`config.mk`:
```
export PLATFORM = sky130hd
export DESIGN_NAME = pse_ctrl
export DESIGN_NICKNAME = d
export VERILOG_FILES = /design/src/core/pse_pkg.sv /design/src/core/pse_sync.sv /design/src/core/pse_ctrl.sv
export SDC_FILE = /design/constraint.sdc
export NUM_CORES = 1
export LEC_CHECK = 0
export BUFFER_PORTS_ARGS = -buffer_cell sky130_fd_sc_hd__buf_2
export CAP_MARGIN = 15
export CELL_PAD_IN_SITES_DETAIL_PLACEMENT = 1
export CELL_PAD_IN_SITES_GLOBAL_PLACEMENT = 2
export CORE_AREA = 2 2 98 100
export CTS_CLUSTER_DIAMETER = 80
export DETAILED_ROUTE_END_ITERATION = 16
export DIE_AREA = 0 0 100 102
export PLACE_DENSITY_LB_ADDON = 0.1
export SYNTH_ARGS = -nofsm -noshare
export SYNTH_HDL_FRONTEND = slang
export SYNTH_SLANG_ARGS = --single-unit
```
`constraint.sdc`:
```
create_clock -name clk_sys -period 2.2 [get_ports clk_sys]
set_input_delay 0.11 -clock clk_sys [delete_from_list [all_inputs] [get_ports clk_sys]]
set_output_delay 0.11 -clock clk_sys [all_outputs]
set_load 0.02 [all_outputs]
```
`src/core/pse_pkg.sv`:
```
// Constants, codes and carrier types of the power stage enable control
package pse_pkg;
    // Object sub-index of each drive data entry
    localparam logic [7:0]  SUB_ENABLE_SRC  = 8'h10;
    localparam logic [7:0]  SUB_SW_RATE     = 8'h30;
    localparam logic [7:0]  SUB_TEMP        = 8'h31;
    localparam logic [7:0]  SUB_TEMP_LIMIT  = 8'h32;
    localparam logic [7:0]  SUB_OVERMOD     = 8'h3A;
    // Enable source selector codes
    localparam logic [15:0] SRC_HW_ONLY     = 16'h0000;
    localparam logic [15:0] SRC_HW_PARAM    = 16'h0001;
    localparam logic [15:0] SRC_HW_CAN      = 16'h0002;
    localparam logic [15:0] SRC_HW_FB       = 16'h0003;
    localparam logic [15:0] SRC_HW_ETH      = 16'h0008;
    localparam logic [15:0] SRC_PARAM_ONLY  = 16'h0011;
    localparam logic [15:0] SRC_CAN_ONLY    = 16'h0012;
    localparam logic [15:0] SRC_FB_ONLY     = 16'h0013;
    localparam logic [15:0] SRC_ETH_ONLY    = 16'h0018;
    // Reset values
    localparam logic [15:0] RST_ENABLE_SRC  = 16'h0000;
    localparam logic [15:0] RST_SW_RATE     = 16'h0000;
    localparam logic [15:0] RST_OVERMOD     = 16'h0000;
    // Setting values of the two one-bit settings
    localparam logic [15:0] VAL_OFF         = 16'h0000;
    localparam logic [15:0] VAL_ON          = 16'h0001;
    // Operating mode codes on the mode input
    localparam logic [1:0]  MODE_POS        = 2'h0;
    localparam logic [1:0]  MODE_VEL        = 2'h1;
    localparam logic [1:0]  MODE_TRQ        = 2'h2;
    // Fieldbus kind codes
    localparam logic        KIND_CAN        = 1'b0;
    localparam logic        KIND_ETH        = 1'b1;
    // Speed below which the stage may be switched off, in rpm
    localparam logic [15:0] STOP_SPEED_RPM  = 16'h000A;
    // Default over-temperature limit in degrees Celsius
    localparam logic signed [15:0] TEMP_LIMIT_DEF = 16'sh0050;
    // Number of synchronised pin inputs
    localparam int          PIN_COUNT       = 4;

    // Bus or interface enable requests
    typedef struct packed {
        logic param_if;
        logic can;
        logic fieldbus;
        logic ethernet;
    } pse_src_t;

    // Object access request
    typedef struct packed {
        logic        req;
        logic        write;
        logic [7:0]  sub;
        logic [15:0] wdata;
    } pse_obj_req_t;

    // Output stage sequence
    typedef enum logic [1:0] {
        ST_OFF,
        ST_RUN,
        ST_RAMP,
        ST_BRAKE
    } pse_state_t;
endpackage : pse_pkg

```
`src/core/pse_sync.sv`:
```
// Two flip-flop synchroniser for a group of pin inputs
`timescale 1ns/100ps
module pse_sync #(
    parameter int WIDTH = 1
) (
    // Clock and reset
    input  wire logic             clk_sys,
    input  wire logic             resetn,
    // Asynchronous levels in, synchronised levels out
    input  wire logic [WIDTH-1:0] din,
    output logic      [WIDTH-1:0] dout
);
    logic [WIDTH-1:0] meta;   // First stage, read only by second stage
    logic [WIDTH-1:0] next_meta;
    logic [WIDTH-1:0] next_dout;

    // Shift one stage per clock
    always_comb begin
        next_meta = din;
        next_dout = meta;
    end

    // Register both stages
    always_ff @(posedge clk_sys or negedge resetn) begin
        if (!resetn) begin
            meta <= '0;
            dout <= '0;
        end else begin
            meta <= next_meta;
            dout <= next_dout;
        end
    end
endmodule : pse_sync

```
`src/core/pse_ctrl.sv`:
```
// Power stage enable gating, shutdown sequencing and settings
// Overview of operation
// [RQ1] Stage enables only with hardware and controller enable
// [RQ2] Hardware enable gates transistor drive directly
// [RQ3] Speed modes ramp, stop below 10 rpm, brake
// [RQ4] Torque mode: immediate off with brake engage
// [RQ5] Fieldbus activation sets selector to 2 or 8
// [RQ6] Selector chooses which sources gate enabling
// [RQ7] Switching rate 0/1, changed only when off
// [RQ8] Overmodulation changed off, applied after store and reset
// [RQ9] Temperature readable; over limit trips with error
// [RQ10] Enable blocked until DC link charged, bypassed
// [RQ11] Temperature limit is fixed read-only signed value
// [RQ12] Enable is AND of all conditions
`timescale 1ns/100ps
module pse_ctrl #(
    parameter logic signed [15:0] TEMP_LIMIT = pse_pkg::TEMP_LIMIT_DEF  // Variant value
) (
    // Clock and reset
    input  wire logic                  clk_sys,
    input  wire logic                  resetn,
    // Enable pins
    input  wire logic                  hw_enable_input,
    input  wire logic                  ctrl_enable_input,
    input  wire logic                  dc_link_charged,
    input  wire logic                  precharge_bypassed,
    // Bus and interface enables
    input  wire pse_pkg::pse_src_t     src_enable,
    input  wire logic                  fieldbus_on,
    input  wire logic                  fieldbus_kind,
    // Drive state
    input  wire logic [1:0]            op_mode,
    input  wire logic [15:0]           speed_abs_rpm,
    input  wire logic                  brake_fitted,
    input  wire logic                  brake_applied,
    input  wire logic signed [15:0]    bridge_temp,
    input  wire logic                  error_ack,
    input  wire logic                  nv_overmod,
    // Modulator drive
    input  wire logic [5:0]            pwm_in,
    output logic      [5:0]            gate_drive,
    // Stage control outputs
    output logic                       stage_on,
    output logic                       ramp_cmd,
    output logic                       brake_cmd,
    output logic                       ot_error,
    output logic                       pwm_half,
    output logic                       overmod_active,
    output logic                       overmod_stored,
    // Object access
    input  wire pse_pkg::pse_obj_req_t obj_in,
    output logic [15:0]                obj_rdata,
    output logic                       obj_ack,
    output logic                       obj_err
);
    import pse_pkg::*;

    logic [PIN_COUNT-1:0] pin_s;          // Synchronised pins
    logic                 hw_s;           // Hardware enable
    logic                 ctrl_s;         // Controller enable
    logic                 charged_s;      // DC link full
    logic                 bypass_s;       // Limiter bypassed
    logic                 src_ok;         // Selected source allows
    logic                 hard_ok;        // No immediate trip
    logic                 ready;          // Full enable condition
    logic                 over_temp;      // Temperature above limit
    pse_state_t           state;
    pse_state_t           next_state;
    logic                 next_stage_on;
    logic                 next_ramp_cmd;
    logic                 next_brake_cmd;
    logic [15:0]          enable_src;     // Selector register
    logic [15:0]          next_enable_src;
    logic                 sw_rate;        // Half frequency setting
    logic                 next_sw_rate;
    logic                 next_overmod_stored;
    logic                 next_overmod_active;
    logic                 init_done;      // Start-up capture done
    logic                 next_init_done;
    logic                 fb_on_d;        // Previous fieldbus level
    logic                 next_ot_error;
    logic [15:0]          next_obj_rdata;
    logic                 next_obj_ack;
    logic                 next_obj_err;

    // Pin synchronisers
    pse_sync #(
        .WIDTH (PIN_COUNT)
    ) u_sync (
        .clk_sys (clk_sys),
        .resetn  (resetn),
        .din     ({hw_enable_input, ctrl_enable_input, dc_link_charged, precharge_bypassed}),
        .dout    (pin_s)
    );
    assign hw_s      = pin_s[3];
    assign ctrl_s    = pin_s[2];
    assign charged_s = pin_s[1];
    assign bypass_s  = pin_s[0];

    // Source enable for a selector code
    function automatic logic src_allows(input logic [15:0] sel, input pse_src_t src);
        logic ok;
        ok = 1'b0;
        unique case (sel)
            SRC_HW_ONLY:                   ok = 1'b1;
            SRC_HW_PARAM, SRC_PARAM_ONLY:  ok = src.param_if;
            SRC_HW_CAN, SRC_CAN_ONLY:      ok = src.can;
            SRC_HW_FB, SRC_FB_ONLY:        ok = src.fieldbus;
            SRC_HW_ETH, SRC_ETH_ONLY:      ok = src.ethernet;
            default:                       ok = 1'b0;  // Unknown code never enables
        endcase
        return ok;
    endfunction : src_allows

    // Check that a code is a known selector
    function automatic logic src_known(input logic [15:0] sel);
        return (sel == SRC_HW_ONLY) || (sel == SRC_HW_PARAM) || (sel == SRC_HW_CAN) ||
               (sel == SRC_HW_FB) || (sel == SRC_HW_ETH) || (sel == SRC_PARAM_ONLY) ||
               (sel == SRC_CAN_ONLY) || (sel == SRC_FB_ONLY) || (sel == SRC_ETH_ONLY);
    endfunction : src_known

    // Enable conditions
    assign src_ok    = src_allows(enable_src, src_enable);                     // RQ6
    assign over_temp = bridge_temp > TEMP_LIMIT;                               // RQ11
    assign hard_ok   = hw_s && charged_s && bypass_s && !ot_error;             // RQ10
    assign ready     = hard_ok && ctrl_s && src_ok;                            // RQ1 RQ12

    // Transistor drive gated by hardware enable, not by sequencing alone
    assign gate_drive = pwm_in & {6{stage_on & hw_s}};                         // RQ2
    assign pwm_half   = sw_rate;

    // Stage sequence next state
    always_comb begin
        next_state = state;
        unique case (state)
            ST_OFF: begin
                // Switch on only when every condition holds
                if (ready) begin
                    next_state = ST_RUN;                                       // RQ1
                end
            end
            ST_RUN: begin
                if (!hard_ok) begin
                    next_state = ST_OFF;                                       // RQ9
                end else if (!ready) begin
                    // Torque mode stops at once, others ramp
                    if (op_mode == MODE_TRQ) begin
                        next_state = ST_OFF;                                   // RQ4
                    end else begin
                        next_state = ST_RAMP;                                  // RQ3
                    end
                end
            end
            ST_RAMP: begin
                if (!hard_ok) begin
                    next_state = ST_OFF;
                end else if (ready) begin
                    next_state = ST_RUN;
                end else if (speed_abs_rpm < STOP_SPEED_RPM) begin
                    next_state = ST_BRAKE;                                     // RQ3
                end
            end
            ST_BRAKE: begin
                // Wait for brake to close before removing torque
                if (!hard_ok || !brake_fitted || brake_applied) begin
                    next_state = ST_OFF;                                       // RQ3
                end
            end
        endcase
        next_stage_on  = (next_state != ST_OFF);
        next_ramp_cmd  = (next_state == ST_RAMP) || (next_state == ST_BRAKE);
        next_brake_cmd = (next_state == ST_OFF) || (next_state == ST_BRAKE);   // RQ4
    end

    // Stage sequence registers
    always_ff @(posedge clk_sys or negedge resetn) begin
        if (!resetn) begin
            state     <= ST_OFF;
            stage_on  <= 1'b0;
            ramp_cmd  <= 1'b0;
            brake_cmd <= 1'b1;
        end else begin
            state     <= next_state;
            stage_on  <= next_stage_on;
            ramp_cmd  <= next_ramp_cmd;
            brake_cmd <= next_brake_cmd;
        end
    end

    // Settings, error latch and object access next values
    always_comb begin
        next_enable_src     = enable_src;
        next_sw_rate        = sw_rate;
        next_overmod_stored = overmod_stored;
        next_overmod_active = overmod_active;
        next_init_done      = 1'b1;
        next_obj_rdata      = obj_rdata;
        next_obj_ack        = 1'b0;
        next_obj_err        = 1'b0;
        // Applied value caught once after reset release
        if (!init_done) begin
            next_overmod_active = nv_overmod;                                  // RQ8
        end
        // Error cleared by acknowledge, a new trip wins
        next_ot_error = (ot_error && !error_ack) || over_temp;                 // RQ9
        // Object access answer
        if (obj_in.req) begin
            next_obj_ack = 1'b1;
            unique case (obj_in.sub)
                SUB_ENABLE_SRC: begin
                    next_obj_rdata = enable_src;
                    if (obj_in.write) begin
                        if (src_known(obj_in.wdata)) begin
                            next_enable_src = obj_in.wdata;                    // RQ6
                        end else begin
                            next_obj_err = 1'b1;
                        end
                    end
                end
                SUB_SW_RATE: begin
                    next_obj_rdata = {15'h0000, sw_rate};
                    if (obj_in.write) begin
                        // Locked while the stage runs
                        if (!stage_on && obj_in.wdata <= VAL_ON) begin
                            next_sw_rate = obj_in.wdata[0];                    // RQ7
                        end else begin
                            next_obj_err = 1'b1;                               // RQ7
                        end
                    end
                end
                SUB_OVERMOD: begin
                    next_obj_rdata = {15'h0000, overmod_stored};
                    if (obj_in.write) begin
                        if (!stage_on && obj_in.wdata <= VAL_ON) begin
                            next_overmod_stored = obj_in.wdata[0];             // RQ8
                        end else begin
                            next_obj_err = 1'b1;                               // RQ8
                        end
                    end
                end
                SUB_TEMP: begin
                    next_obj_rdata = bridge_temp;                              // RQ9
                    next_obj_err   = obj_in.write;
                end
                SUB_TEMP_LIMIT: begin
                    next_obj_rdata = TEMP_LIMIT;                               // RQ11
                    next_obj_err   = obj_in.write;
                end
                default: begin
                    next_obj_rdata = 16'h0000;
                    next_obj_err   = 1'b1;
                end
            endcase
        end
        // Bus activation forces the selector over any write
        if (fieldbus_on && !fb_on_d) begin
            next_enable_src = (fieldbus_kind == KIND_ETH) ? SRC_HW_ETH : SRC_HW_CAN; // RQ5
        end
    end

    // Settings, error latch and object access registers
    always_ff @(posedge clk_sys or negedge resetn) begin
        if (!resetn) begin
            enable_src     <= RST_ENABLE_SRC;
            sw_rate        <= RST_SW_RATE[0];
            overmod_stored <= RST_OVERMOD[0];
            overmod_active <= RST_OVERMOD[0];
            init_done      <= 1'b0;
            fb_on_d        <= 1'b0;
            ot_error       <= 1'b0;
            obj_rdata      <= 16'h0000;
            obj_ack        <= 1'b0;
            obj_err        <= 1'b0;
        end else begin
            enable_src     <= next_enable_src;
            sw_rate        <= next_sw_rate;
            overmod_stored <= next_overmod_stored;
            overmod_active <= next_overmod_active;
            init_done      <= next_init_done;
            fb_on_d        <= fieldbus_on;
            ot_error       <= next_ot_error;
            obj_rdata      <= next_obj_rdata;
            obj_ack        <= next_obj_ack;
            obj_err        <= next_obj_err;
        end
    end

    // Checks
    stage_needs_enable_a: assert property (@(posedge clk_sys) disable iff (!resetn) // RQ1
        $rose(stage_on) |-> $past(hw_s) && $past(ctrl_s) && $past(src_ok))
        else $error("stage switched on without enables");
    hw_gate_a: assert property (@(posedge clk_sys) disable iff (!resetn) // RQ2
        !hw_s |-> gate_drive == 6'h00)
        else $error("drive active without hardware enable");
    ramp_hold_a: assert property (@(posedge clk_sys) disable iff (!resetn) // RQ3
        state == ST_RAMP && hard_ok && !ready && speed_abs_rpm >= STOP_SPEED_RPM
        |=> stage_on && ramp_cmd)
        else $error("stage left ramp above stop speed");
    torque_off_a: assert property (@(posedge clk_sys) disable iff (!resetn) // RQ4
        state == ST_RUN && op_mode == MODE_TRQ && !ready |=> !stage_on && brake_cmd)
        else $error("torque mode did not stop at once");
    bus_select_a: assert property (@(posedge clk_sys) disable iff (!resetn) // RQ5
        $rose(fieldbus_on) && fieldbus_kind == KIND_CAN |=> enable_src == SRC_HW_CAN)
        else $error("selector not set on bus activation");
    source_gate_a: assert property (@(posedge clk_sys) disable iff (!resetn) // RQ6
        state == ST_OFF && !src_ok |=> !stage_on)
        else $error("unselected source enabled stage");
    rate_lock_a: assert property (@(posedge clk_sys) disable iff (!resetn) // RQ7
        obj_in.req && obj_in.write && obj_in.sub == SUB_SW_RATE && stage_on
        |=> $stable(sw_rate) && obj_err)
        else $error("switching rate changed while running");
    overmod_hold_a: assert property (@(posedge clk_sys) disable iff (!resetn) // RQ8
        init_done |=> $stable(overmod_active))
        else $error("applied overmodulation changed without reset");
    temp_trip_a: assert property (@(posedge clk_sys) disable iff (!resetn) // RQ9
        over_temp |=> ot_error ##1 !stage_on)
        else $error("over temperature did not trip");
    precharge_a: assert property (@(posedge clk_sys) disable iff (!resetn) // RQ10
        !(charged_s && bypass_s) |=> !stage_on)
        else $error("stage on before DC link ready");
    enable_and_a: assert property (@(posedge clk_sys) disable iff (!resetn) // RQ12
        state == ST_OFF && ready |=> stage_on && !brake_cmd)
        else $error("stage not enabled with all conditions met");
endmodule : pse_ctrl

```
After elaboration in Yosys (flattened, before gate mapping)
Cells that the tools add are included.

Word-level logic and storage cells: 117. Bits in writable memories: 0. Input bits: 82. Memory bits (read-only): 0. Bits in registers: 53. Memories: 0. Output and inout bits: 31. Bits in latches: 0.

Bitwise operators: 2. Eq/ne operators: 27. Muxes and demuxes: 24. Divide/modulo/power cells: 0. Reduce and logical (&&, ||, !) cells: 45. Order comparisons: 3. $add $sub $neg: 0. $mul: 0. Shift operators: 0.

Operators with widths (number): $eq A16 B5 Y1 const B (8); $mux W16 (5); $pmux W16 S5 (1); $eq A16 B2 Y1 const B (4); $eq A16 B1 Y1 const B (2); $eq A16 B4 Y1 const B (2); $eq A8 B6 Y1 const B (4); $logic_not A16 Y1 (2); $gt A16 B8 Y1 const B (1); $le A16 B1 Y1 const B (1); $lt A16 B4 Y1 const B (1); $mux W2 (8); $logic_or A1 B1 Y1 (13); $reduce_and A4 Y1 (3); $reduce_or A2 Y1 (6); $eq A2 B2 Y1 const B (5); $reduce_bool A2 Y1 (5); $eq A8 B5 Y1 const B (1); $logic_and A1 B1 Y1 (8); $pmux W2 S4 (1); $and A6 B6 Y6 (1); $logic_not A1 Y1 (6); $mux W1 (6); $pmux W1 S5 (1); other kinds (5) (6).

Longest topological paths before layout
Depth after elaboration: 14. Gate-level depth with buffers: 8. Gate-level depth less buffers: 5.

By module
A second synthesis with hierarchy kept.

Cell total of the unflattened synthesis: 228. Area total of the unflattened synthesis: 2401.1 um^2.

By module, submodules not included: pse_ctrl (cells each 220, sequential area each 1102.3 um^2, instances 1, area each 2200.9 um^2); pse_sync (cells each 8, sequential area each 200.2 um^2, instances 1, area each 200.2 um^2).

Worst setup path before layout
No wires, ideal clock.

Path type: input port to flip-flop. Start: in obj_in[17] in the netlist's numbering. End: reg enable_src[3]. Stages: 7. Data required time: 2.075 ns. Arrival time: 1.760 ns. Path slack: 0.315 ns. Path buffers: 2. Setup time: 0.125 ns. Cell sequence: buf_6 or4_4 nor3_2 and4_1 buf_6 mux2_1 mux2_2.

Cells in the longest elaborated chain, start to end: 3.

RTL lines: start, declared (line pse_ctrl.sv:51) `input wire pse_pkg::pse_obj_req_t obj_in,`; $eq A8 B5 Y1 (line pse_ctrl.sv:209) `unique case (obj_in.sub)`; $reduce_bool A2 Y1 (no source line); $reduce_and A4 Y1 (no source line); end signal, assigned (line pse_ctrl.sv:275) `enable_src <= next_enable_src;`; end, declared (line pse_ctrl.sv:72) `logic [15:0] enable_src;`.

No other way between the ends. A chain may end at the register's enable or synchronous reset.

Worst setup path after layout
Start: reg enable_src[2]. End: reg stage_on.

Cells in the longest elaborated chain, start to end: 8. Elaborated cells between the ends (all ways): 22. Those cells by class: 8 x eq/ne; 7 x mux; 7 x reduce/logical.

RTL lines: $eq A16 B4 Y1, or another cell as far along (line pse_ctrl.sv:104) `unique case (sel)`; $reduce_or A2 Y1 (line pse_ctrl.sv:104); $pmux W1 S5 (*) (line pse_ctrl.sv:104); $logic_and A1 B1 Y1 (*) (line pse_ctrl.sv:126) `assign ready = hard_ok && ctrl_s && src_ok;`; $mux W2 (on tied branches) (line pse_ctrl.sv:157, pse_ctrl.sv:145); $mux W2 (on tied branches) (line pse_ctrl.sv:155, pse_ctrl.sv:143); $pmux W2 S4 (*) (line pse_ctrl.sv:135) `unique case (state)`; $reduce_bool A2 Y1 (*) (line pse_ctrl.sv:170) `next_stage_on = (next_state != ST_OFF);`; net next_stage_on (line pse_ctrl.sv:69) `logic next_stage_on;`; end signal, assigned (line pse_ctrl.sv:184) `stage_on <= next_stage_on;`; end, declared (line pse_ctrl.sv:43) `output logic stage_on,`.

Mark *: on every way through the listed nets, which the timed path passes. The rest lies on a longest branch.

==> key figures <==
Run status
  • Status: complete, no violations

STA
  • Max Fclk: 506 MHz
  • Tcrit/Tclk final: 89.8%
  • Fin. Hold Viols: 0
  • Slew margin rel.: 54.8%
  • Pins Over Slew Limit: 0
  • Slew at the pin with the worst max-slew slack: 677 ps
  • Setup TNS: 0 ps
  • Final setup vio count: 0
  • RSZ-0062 raised after global routing: false
  • Post-Route Skew: 10.4 ps
  • Crit path time final: 1970 ps

Route
  • Initial DRC Count: 29
  • Routed Antenna Nets: 0
  • Wire per inst: 15.7 µm
  • Total routed wirelength: 7210 µm
  • Via-to-Cell Ratio: 4.76
  • DR DRC count: 0
  • Total vias in the final route: 2188
  • Drt first pass iters: 4

Worst setup path
  • CP max FO: 4
  • Data required, critical path: 2390 ps
  • Critical Path AT: 2170 ps
  • Critical Path Source Type: flip-flop
  • CP Capture Type: flip-flop
  • Crit Path Class: reg -> reg
  • R2R setup slack: 230 ps

Clocking
  • # H-tree levels: 2
  • Postcts setup bufs: 0
  • CTS Buffer Depth: 2
  • Root buffer cell: clkbuf_8
  • Clk_lat worst skew: 310 ps
  • Cts bufs inserted: 5
  • CTS tree: done
  • CTS clk-pin slew, worst paths: 100 ps
  • Clk sinks: 52

Final layout
  • Antenna diode count: 0
  • Final net count: 430
  • FILL cells: 1090
  • Area grow syn2layout: 36.4%
  • Non-filler instance count after layout: 460
  • Fraction of layout cells with a size suffix above 1: 43.0%

Global route
  • Vias in the first global route: 2263
  • Total Routing Usage GR: 14.4%
  • First-pass GRT wire length: 11300 µm
  • Antenna violations before repair: 0
  • Remaining Overflow, GRT: 0
  • Largest net degree at the start of global routing: 53

Floorplan
  • IO Count: 113
  • Core Rows: 35
  • Chip height: 102 µm
  • Core area: 0.00911 mm²
  • Starting Density: 26.4%
  • Die ar.: 0.0102 mm²
  • Die extent in x: 100 µm

Place
  • PortBufs: 111
  • Dpl cells: 443
  • Hpwl dp: 5470 µm
  • Placer's final routability congestion estimate: 0.779

Logic synthesis
  • Unique masters post-synth: 48
  • Top cell type by total area after synthesis: dfrtp_1
  • Main flop type after synthesis: dfrtp_1
  • Synth top area cells: dfrtp_1 (53%), a21oi_1 (5.2%), a22oi_1 (4.1%)
  • Post-Syn Instances: 222
  • Synth Register Bits: 52
  • Post-synth EDFFs: 0
  • Async SR Flop Fraction: 100%
  • Ys Warns: 0
  • Top cell type's share of synthesized area: 53.0%
  • Average size of a mapped cell: 10.8 µm²
  • Mapped Nets: 304
  • Seq/Total Area, Yosys: 54.1%
  • Synth Cell Area: 0.00241 mm²

Power
  • PnR Total Power: 0.00185 W
  • Comb power frac: 14.9%
  • Peak VDD IR: 0.195 mV
  • Sw frac: 27.4%
  • Sequential share of power: 54.9%
  • Sw Pwr: 0.000507 W
  • Leakage: 1.60 nW
  • Int Power: 0.00135 W
  • PD cells: 565 mW/mm²
  • Clk pwr share: 30.2%

Worst hold path
  • Hold crit path type: in -> reg

Job
  • Maxcap violations: 0
==> flip-flops by register name, indices dropped and copies added, names as in the netlist <==
| name | cells |
|---|---|
| brake_cmd | 1 |
| enable_src | 16 |
| fb_on_d | 1 |
| init_done | 1 |
| obj_ack | 1 |
| obj_err | 1 |
| obj_rdata | 16 |
| ot_error | 1 |
| overmod_active | 1 |
| overmod_stored | 1 |
| pwm_half | 1 |
| ramp_cmd | 1 |
| stage_on | 1 |
| state | 1 |
| u_sync.dout | 4 |
| u_sync.meta | 4 |
==> metal layers <==
layer	global-route usage (%)	wire [µm]	up-vias
li1	-	-	1062
met2	25.4	3510	62
met5	0	0	-
met4	4.11	81	0
met1	18.0	3260	1057
met3	2.67	358	7
==> cells by family (layout without fill, tap and decap cells) <==
kind of cell / after synthesis / in the layout / synth area share, %
flops: 52 / 52 / 54.1
mux: 11 / 11 / 5.35
compound gates: 51 / 51 / 12.9
simple gates: 96 / 96 / 24.7
other cells: 1 / 1 / 0.156
buf+inv: 11 / 138 / 2.75
==> Yosys cell counts (2+ instances only) <==
| cell | instances |
|---|---|
| a21oi_1 | 25 |
| a22oi_1 | 13 |
| and2_1 | 3 |
| and2_4 | 10 |
| and3_1 | 8 |
| and4_1 | 3 |
| buf_2 | 2 |
| buf_6 | 3 |
| clkbuf_1 | 3 |
| dfrtp_1 | 51 |
| inv_1 | 2 |
| mux2_2 | 4 |
| mux2i_1 | 5 |
| nand2_1 | 4 |
| nand2b_1 | 4 |
| nand3_1 | 3 |
| nand4_1 | 2 |
| nor2_1 | 25 |
| nor2_2 | 2 |
| nor2b_1 | 3 |
| nor3_1 | 4 |
| nor3b_1 | 2 |
| nor4_1 | 8 |
| nor4b_1 | 2 |
| o21ai_0 | 5 |
| or2_2 | 2 |
| or4b_1 | 3 |
==> critical path, stage by stage (launching register included) <==
cell and delay [ps]:
dfrtp_1 410, or4b_1 530, a2111oi_1 400, and4_1 310, nand2b_1 140, nand3_1 70
==> per-stage QoR <==
| step | hold WS [ps] | setup slack [ps] | area (µm²) | utilization [%] |
|---|---|---|---|---|
| 6_report | 19.6 | 225 | 3290 | 36.1 |
| 5_1_grt | 19.6 | 52.5 | 3290 | 36.1 |
| 4_1_cts | 3.57 | 127 | 3270 | 35.9 |
| 3_5_place_dp | 223 | 160 | 3100 | 34.1 |
| 3_3_place_gp | 222 | 181 | 3100 | 34.1 |
| 2_1_floorplan | -186 | 315 | 2410 | - |
==> power groups by stage <==
stage	logic, W	clock network [W]	registers, W
floorplan	0.0000768	0	0.00107
global placement	0.000264	0	0.00104
detailed placement	0.000267	0	0.00104
CTS	0.000280	0.000588	0.00102
global route	0.000310	0.000636	0.00102
finish	0.000277	0.000560	0.00102
==> placed cells by master, fill, tap and decap left out, types with 8 or more instances in the layout <==
cell	instances
a21oi_1	25
and3_1	8
nor4_1	8
a22oi_1	13
buf_4	8
and2_4	10
dfrtp_1	51
dlygate4sd3_1	9
nor2_1	25
buf_2	111
==> final timing paths <==
| path | startpoint | endpoint | cells past startpoint |
|---|---|---|---|
| max in group asynchronous | resetn | enable_src[4] | 3 |
| worst max register to register | enable_src[2] | stage_on | 5 |
| worst max-delay path | enable_src[2] | stage_on | 5 |
| worst min-delay path | nv_overmod | overmod_active | 2 |
| worst min register to register | u_sync.meta[3] | u_sync.dout[3] | 0 |
| min in group asynchronous | resetn | obj_rdata[14] | 3 |
==> timing repair <==
| action | 4_1_cts | 5_1_grt |
|---|---|---|
| endpoints found under the hold margin | 57 | 1 |
| resized for setup | 0 | 1 |
| hold buffers | 8 | 1 |
| endpoints found under the setup margin | 0 | 1 |
==> layout make-up <==
class	count	area [µm²]	share of cell area (%)
tap	111	139	4.23
inverter	2	7.51	0.228
sequential	52	1300	39.6
clock buffer	5	68.8	2.09
timing repair buffer	128	706	21.5
multi-input combinational	159	1040	31.7
clock inverter	3	21.3	0.647
Power figures use the tool's default switching activity.
